==> config.mk <==
export PLATFORM = sky130hd
export DESIGN_NAME = usb_top
export DESIGN_NICKNAME = d
export VERILOG_FILES = /design/src/usb_pkg.sv /design/src/usb_baud.sv /design/src/usb_rxbuf.sv /design/src/usb_top.sv
export SDC_FILE = /design/constraint.sdc
export NUM_CORES = 1
export LEC_CHECK = 0
export BUFFER_PORTS_ARGS = -buffer_cell sky130_fd_sc_hd__buf_2
export CAP_MARGIN = 20
export CORE_AREA = 4 4 132 102
export CTS_CLUSTER_SIZE = 20
export DETAILED_ROUTE_END_ITERATION = 8
export DIE_AREA = 0 0 136 106
export PLACE_DENSITY_LB_ADDON = 0.15
export RECOVER_POWER = 25
export SYNTH_ARGS = -nofsm -noshare
export SYNTH_HDL_FRONTEND = slang
export SYNTH_SLANG_ARGS = --single-unit
==> constraint.sdc <==
create_clock -name clock -period 3.1 [get_ports clock]
set_input_delay 0.31 -clock clock [delete_from_list [all_inputs] [get_ports clock]]
set_output_delay 0.31 -clock clock [all_outputs]
set_load 0.01 [all_outputs]
==> src/usb_pkg.sv <==
// Overview of operation
// [RL1] transmit-complete sets when transmit-empty is set and nothing shifts out
// [RL2] transmit-complete with its enable raises the interrupt request
// [RL3] transmit-complete clears after status read seeing it, then data write
// [RL4] reset forces transmit-complete to one
// [RL5] receive-full sets when a character moves into the data buffer
// [RL6] receive-full with receiver enable raises the interrupt request
// [RL7] receive-full clears after status read seeing it, then data read
// [RL8] idle sets after ten or eleven consecutive one samples
// [RL9] idle with its enable requests interrupt; clears by status then data read
// [RL10] character completing while receive-full set sets overrun, data kept
// [RL11] overrun with receiver enable requests interrupt; clears by status, data read
// [RL12] noise flag marks noise in buffered character; status then data read clears
// [RL13] zero sampled at stop position sets framing error
// [RL14] overrun and framing error together set only overrun
// [RL15] framing error clears after status read then data read
// [RL16] prescale codes 00,01,10,11 divide by 1,3,4,13
// [RL17] reset clears the prescale select
// [RL18] rate select divides prescaled clock by two to the field value
// [RL19] rate select is not changed by reset
// [RL20] one rate setting serves receiver and transmitter
// [RL21] generator output is the sample clock; bit time is sixteen samples
// [RL22] three start verification samples; two zeros accept, not all zero sets noise
// [RL23] character length select picks nine or eight bits, sets idle and break runs
// [RL24] data access without prior flag-seeing status read leaves flags unchanged
// [RL25] status flags are read only; status writes do nothing
package usb_pkg;
  localparam logic [3:0] USB_OFS_STATUS = 4'h0;
  localparam logic [3:0] USB_OFS_DATA = 4'h4;
  localparam logic [3:0] USB_OFS_RATE = 4'h8;
  localparam logic [3:0] USB_OFS_CTRL = 4'hc;
  // status bits
  localparam int USB_ST_TXE = 7;
  localparam int USB_ST_DONE = 6;
  localparam int USB_ST_RXF = 5;
  localparam int USB_ST_IDLE = 4;
  localparam int USB_ST_OR = 3;
  localparam int USB_ST_NOISE = 2;
  localparam int USB_ST_FRM = 1;
  // control bits
  localparam int USB_CT_TXIE = 7;
  localparam int USB_CT_DONEIE = 6;
  localparam int USB_CT_RXIE = 5;
  localparam int USB_CT_IDLEIE = 4;
  localparam int USB_CT_TE = 3;
  localparam int USB_CT_RE = 2;
  localparam int USB_CT_M = 1;
  localparam int USB_CT_SBK = 0;
  localparam int USB_RATE_PS_LSB = 4;
  localparam logic [7:0] USB_CTRL_RESET = 8'h00;
  localparam logic [1:0] USB_PS_RESET = 2'h0;
  localparam logic [3:0] USB_DIV_P1 = 4'h0;
  localparam logic [3:0] USB_DIV_P3 = 4'h2;
  localparam logic [3:0] USB_DIV_P4 = 4'h3;
  localparam logic [3:0] USB_DIV_P13 = 4'hc;
  localparam logic [3:0] USB_SAMPLES_PER_BIT = 4'hf;
  localparam logic [3:0] USB_IDLE_RUN_8 = 4'ha;
  localparam logic [3:0] USB_IDLE_RUN_9 = 4'hb;
  typedef struct packed {
    logic [3:0] adr;
    logic we;
    logic [7:0] dat;
  } usb_req_type;
endpackage : usb_pkg

==> src/usb_baud.sv <==
`timescale 1ns/1ps
`default_nettype none
module usb_baud
  import usb_pkg::*;
(
  input wire logic clock,
  input wire logic reset_n,
  input wire logic [1:0] prescale_sel,
  input wire logic [2:0] rate_sel,
  output logic sample_tick
);
  logic [3:0] pre_cnt_reg;
  logic [6:0] rate_cnt_reg;
  logic [3:0] pre_max;
  logic pre_tick;
  logic [6:0] rate_mask;
  assign pre_max = (prescale_sel == 2'h0) ? USB_DIV_P1 : // RL16
                   (prescale_sel == 2'h1) ? USB_DIV_P3 :
                   (prescale_sel == 2'h2) ? USB_DIV_P4 : USB_DIV_P13;
  assign pre_tick = (pre_cnt_reg >= pre_max);
  assign rate_mask = 7'((8'h01 << rate_sel) - 8'h01); // RL18
  always_ff @(posedge clock) begin
    if (!reset_n) begin
      pre_cnt_reg <= 4'h0;
      rate_cnt_reg <= 7'h00;
      sample_tick <= 1'b0;
    end else begin
      pre_cnt_reg <= pre_tick ? 4'h0 : pre_cnt_reg + 4'h1;
      if (pre_tick) begin
        rate_cnt_reg <= ((rate_cnt_reg & rate_mask) == rate_mask) ? 7'h00 : rate_cnt_reg + 7'h01;
      end
      sample_tick <= pre_tick && ((rate_cnt_reg & rate_mask) == rate_mask); // RL21
    end
  end
endmodule : usb_baud
`default_nettype wire

==> src/usb_rxbuf.sv <==
`timescale 1ns/1ps
`default_nettype none
module usb_rxbuf
  import usb_pkg::*;
(
  input wire logic clock,
  input wire logic load,
  input wire logic [8:0] din,
  output logic [8:0] dout
);
  logic [8:0] mem_reg;
  // buffer is unaffected by reset
  always_ff @(posedge clock) begin
    if (load) begin
      mem_reg <= din;
    end
    dout <= load ? din : mem_reg;
  end
endmodule : usb_rxbuf
`default_nettype wire

==> src/usb_top.sv <==
// Added by the designer: the Wishbone register port and the register addresses.
`timescale 1ns/1ps
`default_nettype none
module usb_top
  import usb_pkg::*;
(
  input wire logic clock,
  input wire logic reset_n,
  input wire logic wb_cyc_i,
  input wire logic wb_stb_i,
  input wire logic wb_we_i,
  input wire logic [3:0] wb_adr_i,
  input wire logic [3:0] wb_sel_i,
  input wire logic [31:0] wb_dat_i,
  output logic [31:0] wb_dat_o,
  output logic wb_ack_o,
  output logic wb_err_o,
  input wire logic rx_in,
  output logic tx_out,
  output logic irq_out
);
  typedef enum {RX_IDLE, RX_START, RX_DATA, RX_STOP} usb_rx_state_type;
  typedef enum {TX_OFF, TX_PRE, TX_IDLE, TX_SHIFT, TX_BREAK} usb_tx_state_type;

  usb_req_type req;
  logic acc, hit_st, hit_dat, hit_rate, hit_ctrl, mapped, take;
  logic lane0;
  assign req = '{adr: wb_adr_i, we: wb_we_i, dat: wb_dat_i[7:0]};
  assign acc = wb_cyc_i && wb_stb_i && !wb_ack_o && !wb_err_o;
  assign hit_st = (req.adr == USB_OFS_STATUS);
  assign hit_dat = (req.adr == USB_OFS_DATA);
  assign hit_rate = (req.adr == USB_OFS_RATE);
  assign hit_ctrl = (req.adr == USB_OFS_CTRL);
  assign mapped = hit_st | hit_dat | hit_rate | hit_ctrl;
  assign take = acc && mapped;
  assign lane0 = wb_sel_i[0];

  logic st_rd, dat_rd, dat_wr, rate_wr, ctrl_wr;
  assign st_rd = take && !req.we && hit_st;
  assign dat_rd = take && !req.we && hit_dat;
  assign dat_wr = take && req.we && hit_dat && lane0;
  assign rate_wr = take && req.we && hit_rate && lane0;
  assign ctrl_wr = take && req.we && hit_ctrl && lane0;

  logic [7:0] ctrl_reg;
  logic [1:0] ps_reg;
  logic [2:0] rs_reg;
  logic txe_reg, done_reg, rxf_reg, idle_reg, or_reg, noise_reg, frm_reg;
  logic [7:0] status;
  logic seen_done_reg, seen_txe_reg, seen_rx_reg;
  assign status = {txe_reg, done_reg, rxf_reg, idle_reg, or_reg, noise_reg, frm_reg, 1'b0};

  // bus answers and control registers
  logic [8:0] rx_buf;
  logic [31:0] rd_mux;
  assign rd_mux = hit_st ? {24'h0, status} :
                  hit_dat ? {24'h0, rx_buf[7:0]} :
                  hit_rate ? {24'h0, 2'h0, ps_reg, 1'b0, rs_reg} :
                  hit_ctrl ? {24'h0, ctrl_reg} : 32'h0;
  always_ff @(posedge clock) begin
    if (!reset_n) begin
      wb_ack_o <= 1'b0;
      wb_err_o <= 1'b0;
      wb_dat_o <= 32'h0;
    end else begin
      wb_ack_o <= take;
      wb_err_o <= acc && !mapped;
      wb_dat_o <= (take && !req.we) ? rd_mux : 32'h0;
    end
  end
  always_ff @(posedge clock) begin
    if (!reset_n) begin
      ctrl_reg <= USB_CTRL_RESET;
      ps_reg <= USB_PS_RESET; // RL17
    end else begin
      if (ctrl_wr) begin
        ctrl_reg <= req.dat;
      end
      if (rate_wr) begin
        ps_reg <= req.dat[USB_RATE_PS_LSB+1:USB_RATE_PS_LSB];
      end
    end
  end
  // rate select keeps its contents across reset
  always_ff @(posedge clock) begin
    if (rate_wr) begin
      rs_reg <= req.dat[2:0]; // RL19
    end
  end

  logic tick;
  usb_baud u_baud (
    .clock(clock),
    .reset_n(reset_n),
    .prescale_sel(ps_reg),
    .rate_sel(rs_reg),
    .sample_tick(tick) // RL20
  );

  logic nine;
  assign nine = ctrl_reg[USB_CT_M]; // RL23

  // receiver
  usb_rx_state_type rx_st_reg;
  logic [3:0] rx_ph_reg;
  logic [3:0] rx_bit_reg;
  logic [8:0] rx_sh_reg;
  logic [2:0] ver_reg;
  logic rx_noise_reg;
  logic [3:0] one_run_reg;
  logic idle_armed_reg;
  logic [1:0] zeros;
  logic [3:0] last_bit, idle_run;
  assign zeros = 2'(!ver_reg[0]) + 2'(!ver_reg[1]) + 2'(!ver_reg[2]);
  assign last_bit = nine ? 4'h8 : 4'h7;
  assign idle_run = nine ? USB_IDLE_RUN_9 : USB_IDLE_RUN_8;
  logic rx_en, char_done, stop_ok, sample_mid, ver_pt;
  assign rx_en = ctrl_reg[USB_CT_RE];
  assign sample_mid = tick && (rx_ph_reg == 4'h7);
  assign ver_pt = tick && (rx_ph_reg == 4'h3 || rx_ph_reg == 4'h5 || rx_ph_reg == 4'h7);
  assign char_done = (rx_st_reg == RX_STOP) && sample_mid;
  assign stop_ok = rx_in;
  logic buf_load, set_or, set_frm, set_noise, set_idle;
  assign buf_load = char_done && !rxf_reg; // RL5
  assign set_or = char_done && rxf_reg; // RL10
  assign set_frm = buf_load && !stop_ok; // RL13 RL14
  assign set_noise = buf_load && (rx_noise_reg || !stop_ok); // RL12
  assign set_idle = tick && rx_in && idle_armed_reg && (rx_st_reg == RX_IDLE) &&
                    (one_run_reg == idle_run - 4'h1) && (rx_ph_reg == USB_SAMPLES_PER_BIT);

  usb_rxbuf u_rxbuf (
    .clock(clock),
    .load(buf_load),
    .din(rx_sh_reg),
    .dout(rx_buf)
  );

  always_ff @(posedge clock) begin
    if (!reset_n) begin
      rx_st_reg <= RX_IDLE;
      rx_ph_reg <= 4'h0;
      rx_bit_reg <= 4'h0;
      rx_sh_reg <= 9'h000;
      ver_reg <= 3'h7;
      rx_noise_reg <= 1'b0;
      one_run_reg <= 4'h0;
      idle_armed_reg <= 1'b0;
    end else if (!rx_en) begin
      rx_st_reg <= RX_IDLE;
      one_run_reg <= 4'h0;
    end else if (tick) begin
      rx_ph_reg <= rx_ph_reg + 4'h1;
      case (rx_st_reg)
        RX_IDLE: begin
          // bit-time counting of consecutive ones
          if (!rx_in) begin
            rx_st_reg <= RX_START;
            rx_ph_reg <= 4'h1;
            ver_reg <= 3'h7;
            one_run_reg <= 4'h0;
          end else if (rx_ph_reg == USB_SAMPLES_PER_BIT) begin
            if (one_run_reg == idle_run - 4'h1) begin // RL8
              idle_armed_reg <= 1'b0;
            end else begin
              one_run_reg <= one_run_reg + 4'h1;
            end
          end
        end
        RX_START: begin
          if (ver_pt) begin
            ver_reg <= {ver_reg[1:0], rx_in};
          end
          if (rx_ph_reg == 4'h8) begin
            if (zeros >= 2'h2) begin // RL22
              rx_st_reg <= RX_DATA;
              rx_noise_reg <= (zeros != 2'h3);
              rx_bit_reg <= 4'h0;
              rx_ph_reg <= 4'h9;
            end else begin
              rx_st_reg <= RX_IDLE;
            end
          end
        end
        RX_DATA: begin
          if (rx_ph_reg == 4'h7) begin
            rx_sh_reg <= nine ? {rx_in, rx_sh_reg[8:1]} : {1'b0, rx_in, rx_sh_reg[7:1]};
            if (rx_bit_reg == last_bit) begin
              rx_st_reg <= RX_STOP;
            end
            rx_bit_reg <= rx_bit_reg + 4'h1;
          end
        end
        RX_STOP: begin
          if (rx_ph_reg == 4'h7) begin
            rx_st_reg <= RX_IDLE;
            rx_ph_reg <= 4'h8;
            idle_armed_reg <= 1'b1;
          end
        end
        default: rx_st_reg <= RX_IDLE;
      endcase
    end
  end

  // transmitter: bit time is sixteen sample ticks
  usb_tx_state_type tx_st_reg;
  logic [3:0] tx_ph_reg;
  logic [3:0] tx_cnt_reg;
  logic [10:0] tx_sh_reg;
  logic [7:0] tx_hold_reg;
  logic bit_end;
  assign bit_end = tick && (tx_ph_reg == USB_SAMPLES_PER_BIT); // RL21
  logic [3:0] frame_len;
  assign frame_len = nine ? 4'hb : 4'ha;
  always_ff @(posedge clock) begin
    if (!reset_n) begin
      tx_st_reg <= TX_OFF;
      tx_ph_reg <= 4'h0;
      tx_cnt_reg <= 4'h0;
      tx_sh_reg <= 11'h7ff;
      tx_hold_reg <= 8'h00;
      tx_out <= 1'b1;
    end else begin
      if (dat_wr) begin
        tx_hold_reg <= req.dat;
      end
      if (tick) begin
        tx_ph_reg <= tx_ph_reg + 4'h1;
      end
      case (tx_st_reg)
        TX_OFF: begin
          tx_out <= 1'b1;
          if (ctrl_reg[USB_CT_TE]) begin
            tx_st_reg <= TX_PRE;
            tx_cnt_reg <= 4'h0;
          end
        end
        TX_PRE: begin
          tx_out <= 1'b1;
          if (bit_end) begin
            tx_cnt_reg <= tx_cnt_reg + 4'h1;
            if (tx_cnt_reg == frame_len - 4'h1) begin
              tx_st_reg <= TX_IDLE;
            end
          end
        end
        TX_IDLE: begin
          tx_out <= 1'b1;
          if (!ctrl_reg[USB_CT_TE]) begin
            tx_st_reg <= TX_OFF;
          end else if (ctrl_reg[USB_CT_SBK] && bit_end) begin
            tx_st_reg <= TX_BREAK;
            tx_cnt_reg <= 4'h0;
          end else if (!txe_reg && bit_end) begin
            tx_sh_reg <= {2'h3, tx_hold_reg, 1'b0};
            tx_st_reg <= TX_SHIFT;
            tx_cnt_reg <= 4'h0;
          end
        end
        TX_SHIFT: begin
          tx_out <= tx_sh_reg[0];
          if (bit_end) begin
            tx_sh_reg <= {1'b1, tx_sh_reg[10:1]};
            tx_cnt_reg <= tx_cnt_reg + 4'h1;
            if (tx_cnt_reg == frame_len - 4'h1) begin
              tx_st_reg <= TX_IDLE;
            end
          end
        end
        TX_BREAK: begin
          tx_out <= 1'b0;
          if (bit_end) begin
            tx_cnt_reg <= tx_cnt_reg + 4'h1;
            if (tx_cnt_reg == frame_len - 4'h1) begin
              tx_st_reg <= ctrl_reg[USB_CT_SBK] ? TX_BREAK : TX_IDLE;
              tx_cnt_reg <= 4'h0;
            end
          end
        end
        default: tx_st_reg <= TX_OFF;
      endcase
    end
  end
  logic txe_load, tx_busy;
  assign txe_load = (tx_st_reg == TX_IDLE) && !txe_reg && bit_end &&
                    ctrl_reg[USB_CT_TE] && !ctrl_reg[USB_CT_SBK];
  assign tx_busy = (tx_st_reg == TX_PRE) || (tx_st_reg == TX_SHIFT) ||
                   (tx_st_reg == TX_BREAK) || txe_load;

  // status flags: sets win over clears, but a transmit-empty clear blocks the transmit-complete set; status writes are ignored RL25
  logic done_clr, txe_clr, rx_clr;
  assign done_clr = dat_wr && seen_done_reg; // RL3 RL24
  assign txe_clr = dat_wr && seen_txe_reg;
  assign rx_clr = dat_rd && seen_rx_reg; // RL7 RL24
  always_ff @(posedge clock) begin
    if (!reset_n) begin
      txe_reg <= 1'b1;
      done_reg <= 1'b1; // RL4
      rxf_reg <= 1'b0;
      idle_reg <= 1'b0;
      or_reg <= 1'b0;
      noise_reg <= 1'b0;
      frm_reg <= 1'b0;
      seen_done_reg <= 1'b0;
      seen_txe_reg <= 1'b0;
      seen_rx_reg <= 1'b0;
      irq_out <= 1'b0;
    end else begin
      if (st_rd) begin
        seen_done_reg <= done_reg;
        seen_txe_reg <= txe_reg;
        seen_rx_reg <= rxf_reg | idle_reg | or_reg | noise_reg | frm_reg;
      end else begin
        if (dat_wr) begin
          seen_done_reg <= 1'b0;
          seen_txe_reg <= 1'b0;
        end
        if (dat_rd) begin
          seen_rx_reg <= 1'b0;
        end
      end
      txe_reg <= txe_load | (txe_reg & !txe_clr);
      done_reg <= (txe_reg && !tx_busy && !txe_clr) | (done_reg & !done_clr); // RL1
      rxf_reg <= buf_load | (rxf_reg & !rx_clr); // RL5 RL7
      idle_reg <= set_idle | (idle_reg & !rx_clr); // RL8 RL9
      or_reg <= set_or | (or_reg & !rx_clr); // RL10 RL11
      noise_reg <= set_noise | (noise_reg & !rx_clr); // RL12
      frm_reg <= set_frm | (frm_reg & !rx_clr); // RL13 RL15
      irq_out <= (done_reg && ctrl_reg[USB_CT_DONEIE]) || // RL2
                 (txe_reg && ctrl_reg[USB_CT_TXIE]) ||
                 (rx_en && (rxf_reg || or_reg) && ctrl_reg[USB_CT_RXIE]) || // RL6 RL11
                 (rx_en && idle_reg && ctrl_reg[USB_CT_IDLEIE]); // RL9
    end
  end
endmodule : usb_top
`default_nettype wire

==> key figures <==
Synth
  • Biggest area consumer among synthesized cells: dfxtp_1
  • Post-synth EDFFs: 11
  • Adder-Cell Fraction of Synth Area: between 3 and 4%
  • Leading cell types by total area after synthesis: dfxtp_1 37%, mux2i_1 8.0%, edfxtp_1 6.1%
  • Post-Synth Simple-Gate Area: a little over a fifth
  • Avg Cell Area, Syn: 8.90 um2
  • Register area share after synthesis: ~43%
  • Post-Synthesis Cells: about 600
  • Async SR Flop Fraction: 0%
  • Synth Register Bits: about 110
  • Combinational family with the most area after synthesis: simple AND/OR/NAND/NOR gates
  • Ys flop type: dfxtp_1
  • Most frequent cell after synthesis: dfxtp_1
  • Synth Area in XOR/XNOR: ~1.5%
  • Synth top area share: 37.3%
  • Syn. warnings: 0
  • Synth Area in Compound Gates: 14.1%
  • Mux share of post-synthesis cell area: under 10%
  • Cell area after synthesis: approximately 5400 um2
  • Unique cell type count in the Yosys netlist: between 70 and 80
  • Top cells by count, synth: 100 x dfxtp_1, 86 x nor2_1, 72 x nand2_1, 43 x mux2i_1, 26 x buf_4

STA
  • Max Freq: 0.433 GHz
  • Relative slew slack: between 50 and 60%
  • RSZ-0062 raised after global routing: false
  • Fin crit period: approximately 2300 ps
  • Pin slew with the least headroom to its limit: approximately 730 ps
  • Setup Skew: between 10 and 15 ps
  • Tcrit/Tclk final: between 70% and 80%
  • Sum of negative setup slack: 0 ps
  • Worst setup margin: ~800 ps
  • Final Hold Vio Count: 0
  • Final Max Tran Viols: 0
  • Final setup viols: 0

Placement
  • Final GP Congestion: ~0.83
  • Setup WS pre-CTS: roughly 850 ps
  • Dpl cell area: around 5600 um2
  • Dpl cells: 775
  • I/O Buffers: 30
  • Final HPWL DP: approximately 8400 um

Routing
  • DR pass1 iterations: 4
  • Routed WL per cell: approximately 15 um
  • Vias after detailed routing: between 4k and 5k
  • Post-Route WL: about 12000 um
  • ANT nets after route: 0
  • Vias per inst: ~5.3
  • Initial DRC count: ~400
  • Drt drc: 0

CTS
  • Hold_buf cts: 0
  • Post-CTS setup repair buffer count: 0
  • CTS max path bufs: 2
  • Clock buffer count from CTS: 9
  • CTS resizes: 0
  • TritonCTS clock tree: built
  • Later-pin clock latency in the skew report: around 360 ps
  • CTS Root Cell: clkbuf_16
  • Worst-path clk slew: 70 ps
  • H-Tree Level Count: 3
  • CTS sink cnt: around 110

Finish
  • Ant. Diodes: 0
  • Fraction of layout cells with a size suffix above 1: 7.36%
  • Fillers: around 1.2k
  • Multi-input gate area: around 2700 um2
  • Seq. cell area: between 2000 and 2500 um2
  • Finished Layout Cells: roughly 790
  • Final #Nets: about 680
  • Area Overhead vs Synth: 8.61%
  • Final Instance Area: between 5000 and 6000 um2

Global route
  • Antenna violations before repair: 0
  • Pin count of the biggest net entering global routing: 57
  • First-pass GRT wire length: between 15000 and 20000 um
  • GR Overflow Total: 0
  • Vias in the first global route: around 3.9k
  • GRT Overall Usage: between 10% and 20%

Critical path
  • CP arrival: around 2400 ps
  • Startpoint types: flop
  • Worst Path Max Fanout: 7
  • CP Class: reg2reg
  • Worst EP required: around 3200 ps
  • Kind of end point of the critical path: flop

Outcome
  • Outcome: completed

Die
  • Core box area: roughly 12000 um2
  • I/O Pins: roughly 80
  • Die Ht: roughly 110 um
  • Row count: 35
  • Die X: around 140 um
  • Initial core utilization: between 40 and 50%
  • DIE AREA: between 10000 and 15000 um2

Worst hold path
  • Hold crit path type: in2reg

Power and ir drop
  • PwrDens: 473 nW/um2
  • Leak Pwr: between 2 and 2.5 nW
  • Max IR drop VDD: 261 uV

Run
  • Max-Cap Viols: 0
-- final cells by class --
class / instances / area share [%]
multi-input combinational: 444 / 47.0
timing repair buffer: 34 / 2.98
inverter: 20 / 1.29
clock buffer: 9 / 3.86
clock inverter: 7 / 1.35
tap: 166 / 3.56
sequential: 111 / 40.0
-- layer usage --
metal / track usage [%] / up-vias / routed length [um]
met5: 0 / - / 0
met4: 4.24 / 0 / 148
met3: 4.82 / 14 / 885
met2: 23.7 / 97 / 4850
met1: 24.7 / 1977 / 5880
li1: - / 2109 / -
-- cell families after synthesis --
| kind of cell | count (synthesis) |
|---|---|
| and+or+nand+nor | 240 |
| DFF | 111 |
| AOI/OAI and AO/OA | 110 |
| buffers and inverters | 72 |
| muxes | 45 |
| adders and majority gates | 16 |
| xor gates and xnor gates | 9 |
| other | 1 |
-- placed cells by master (no fill, tap or decap), types with 9 or more instances in the layout --
cell type	count
edfxtp_1	11
inv_1	19
nor2_1	86
dfxtp_1	100
a21oi_1	22
o21ai_0	17
nand2_1	72
conb_1	24
nand3_1	18
mux2i_1	43
clkbuf_16	9
nor3_1	9
buf_2	15
ha_1	15
clkbuf_1	15
a31oi_1	11
o211ai_1	11
nand2b_1	10
-- per-stage QoR --
stage	utilization, %	total power (W)	hold WS [ps]
after floorplan	-	0.00158	408
after global placement	45.8	0.00160	422
after detailed placement	45.8	0.00160	428
after CTS	48.3	0.00280	186
after global routing	48.1	0.00287	254
final	48.1	0.00276	243
-- path summary, 6_finish.rpt --
check,startpoint,endpoint,slack (ps),cells past startpoint
max,rx_ph_reg[0],u_rxbuf.dout[2],790,5
min,wb_dat_i[1],rs_reg[1],240,1
max reg2reg,rx_ph_reg[0],u_rxbuf.dout[2],790,5
min reg2reg,rx_sh_reg[0],u_rxbuf.dout[0],440,0
-- worst max-delay path, cell delays in order, from the launching register on --
cell and delay, ps:
dfxtp_1 430, ha_1 270, and3b_1 300, nand3_1 270
nor3b_1 520, buf_4 250
-- where the power goes --
group	internal (W)	switching [W]
Combinational	0.0000327	0.0000799
Clock	0.000637	0.000555
Sequential	0.00145	0.00000590
No activity file was read; power rests on OpenSTA's default activity.
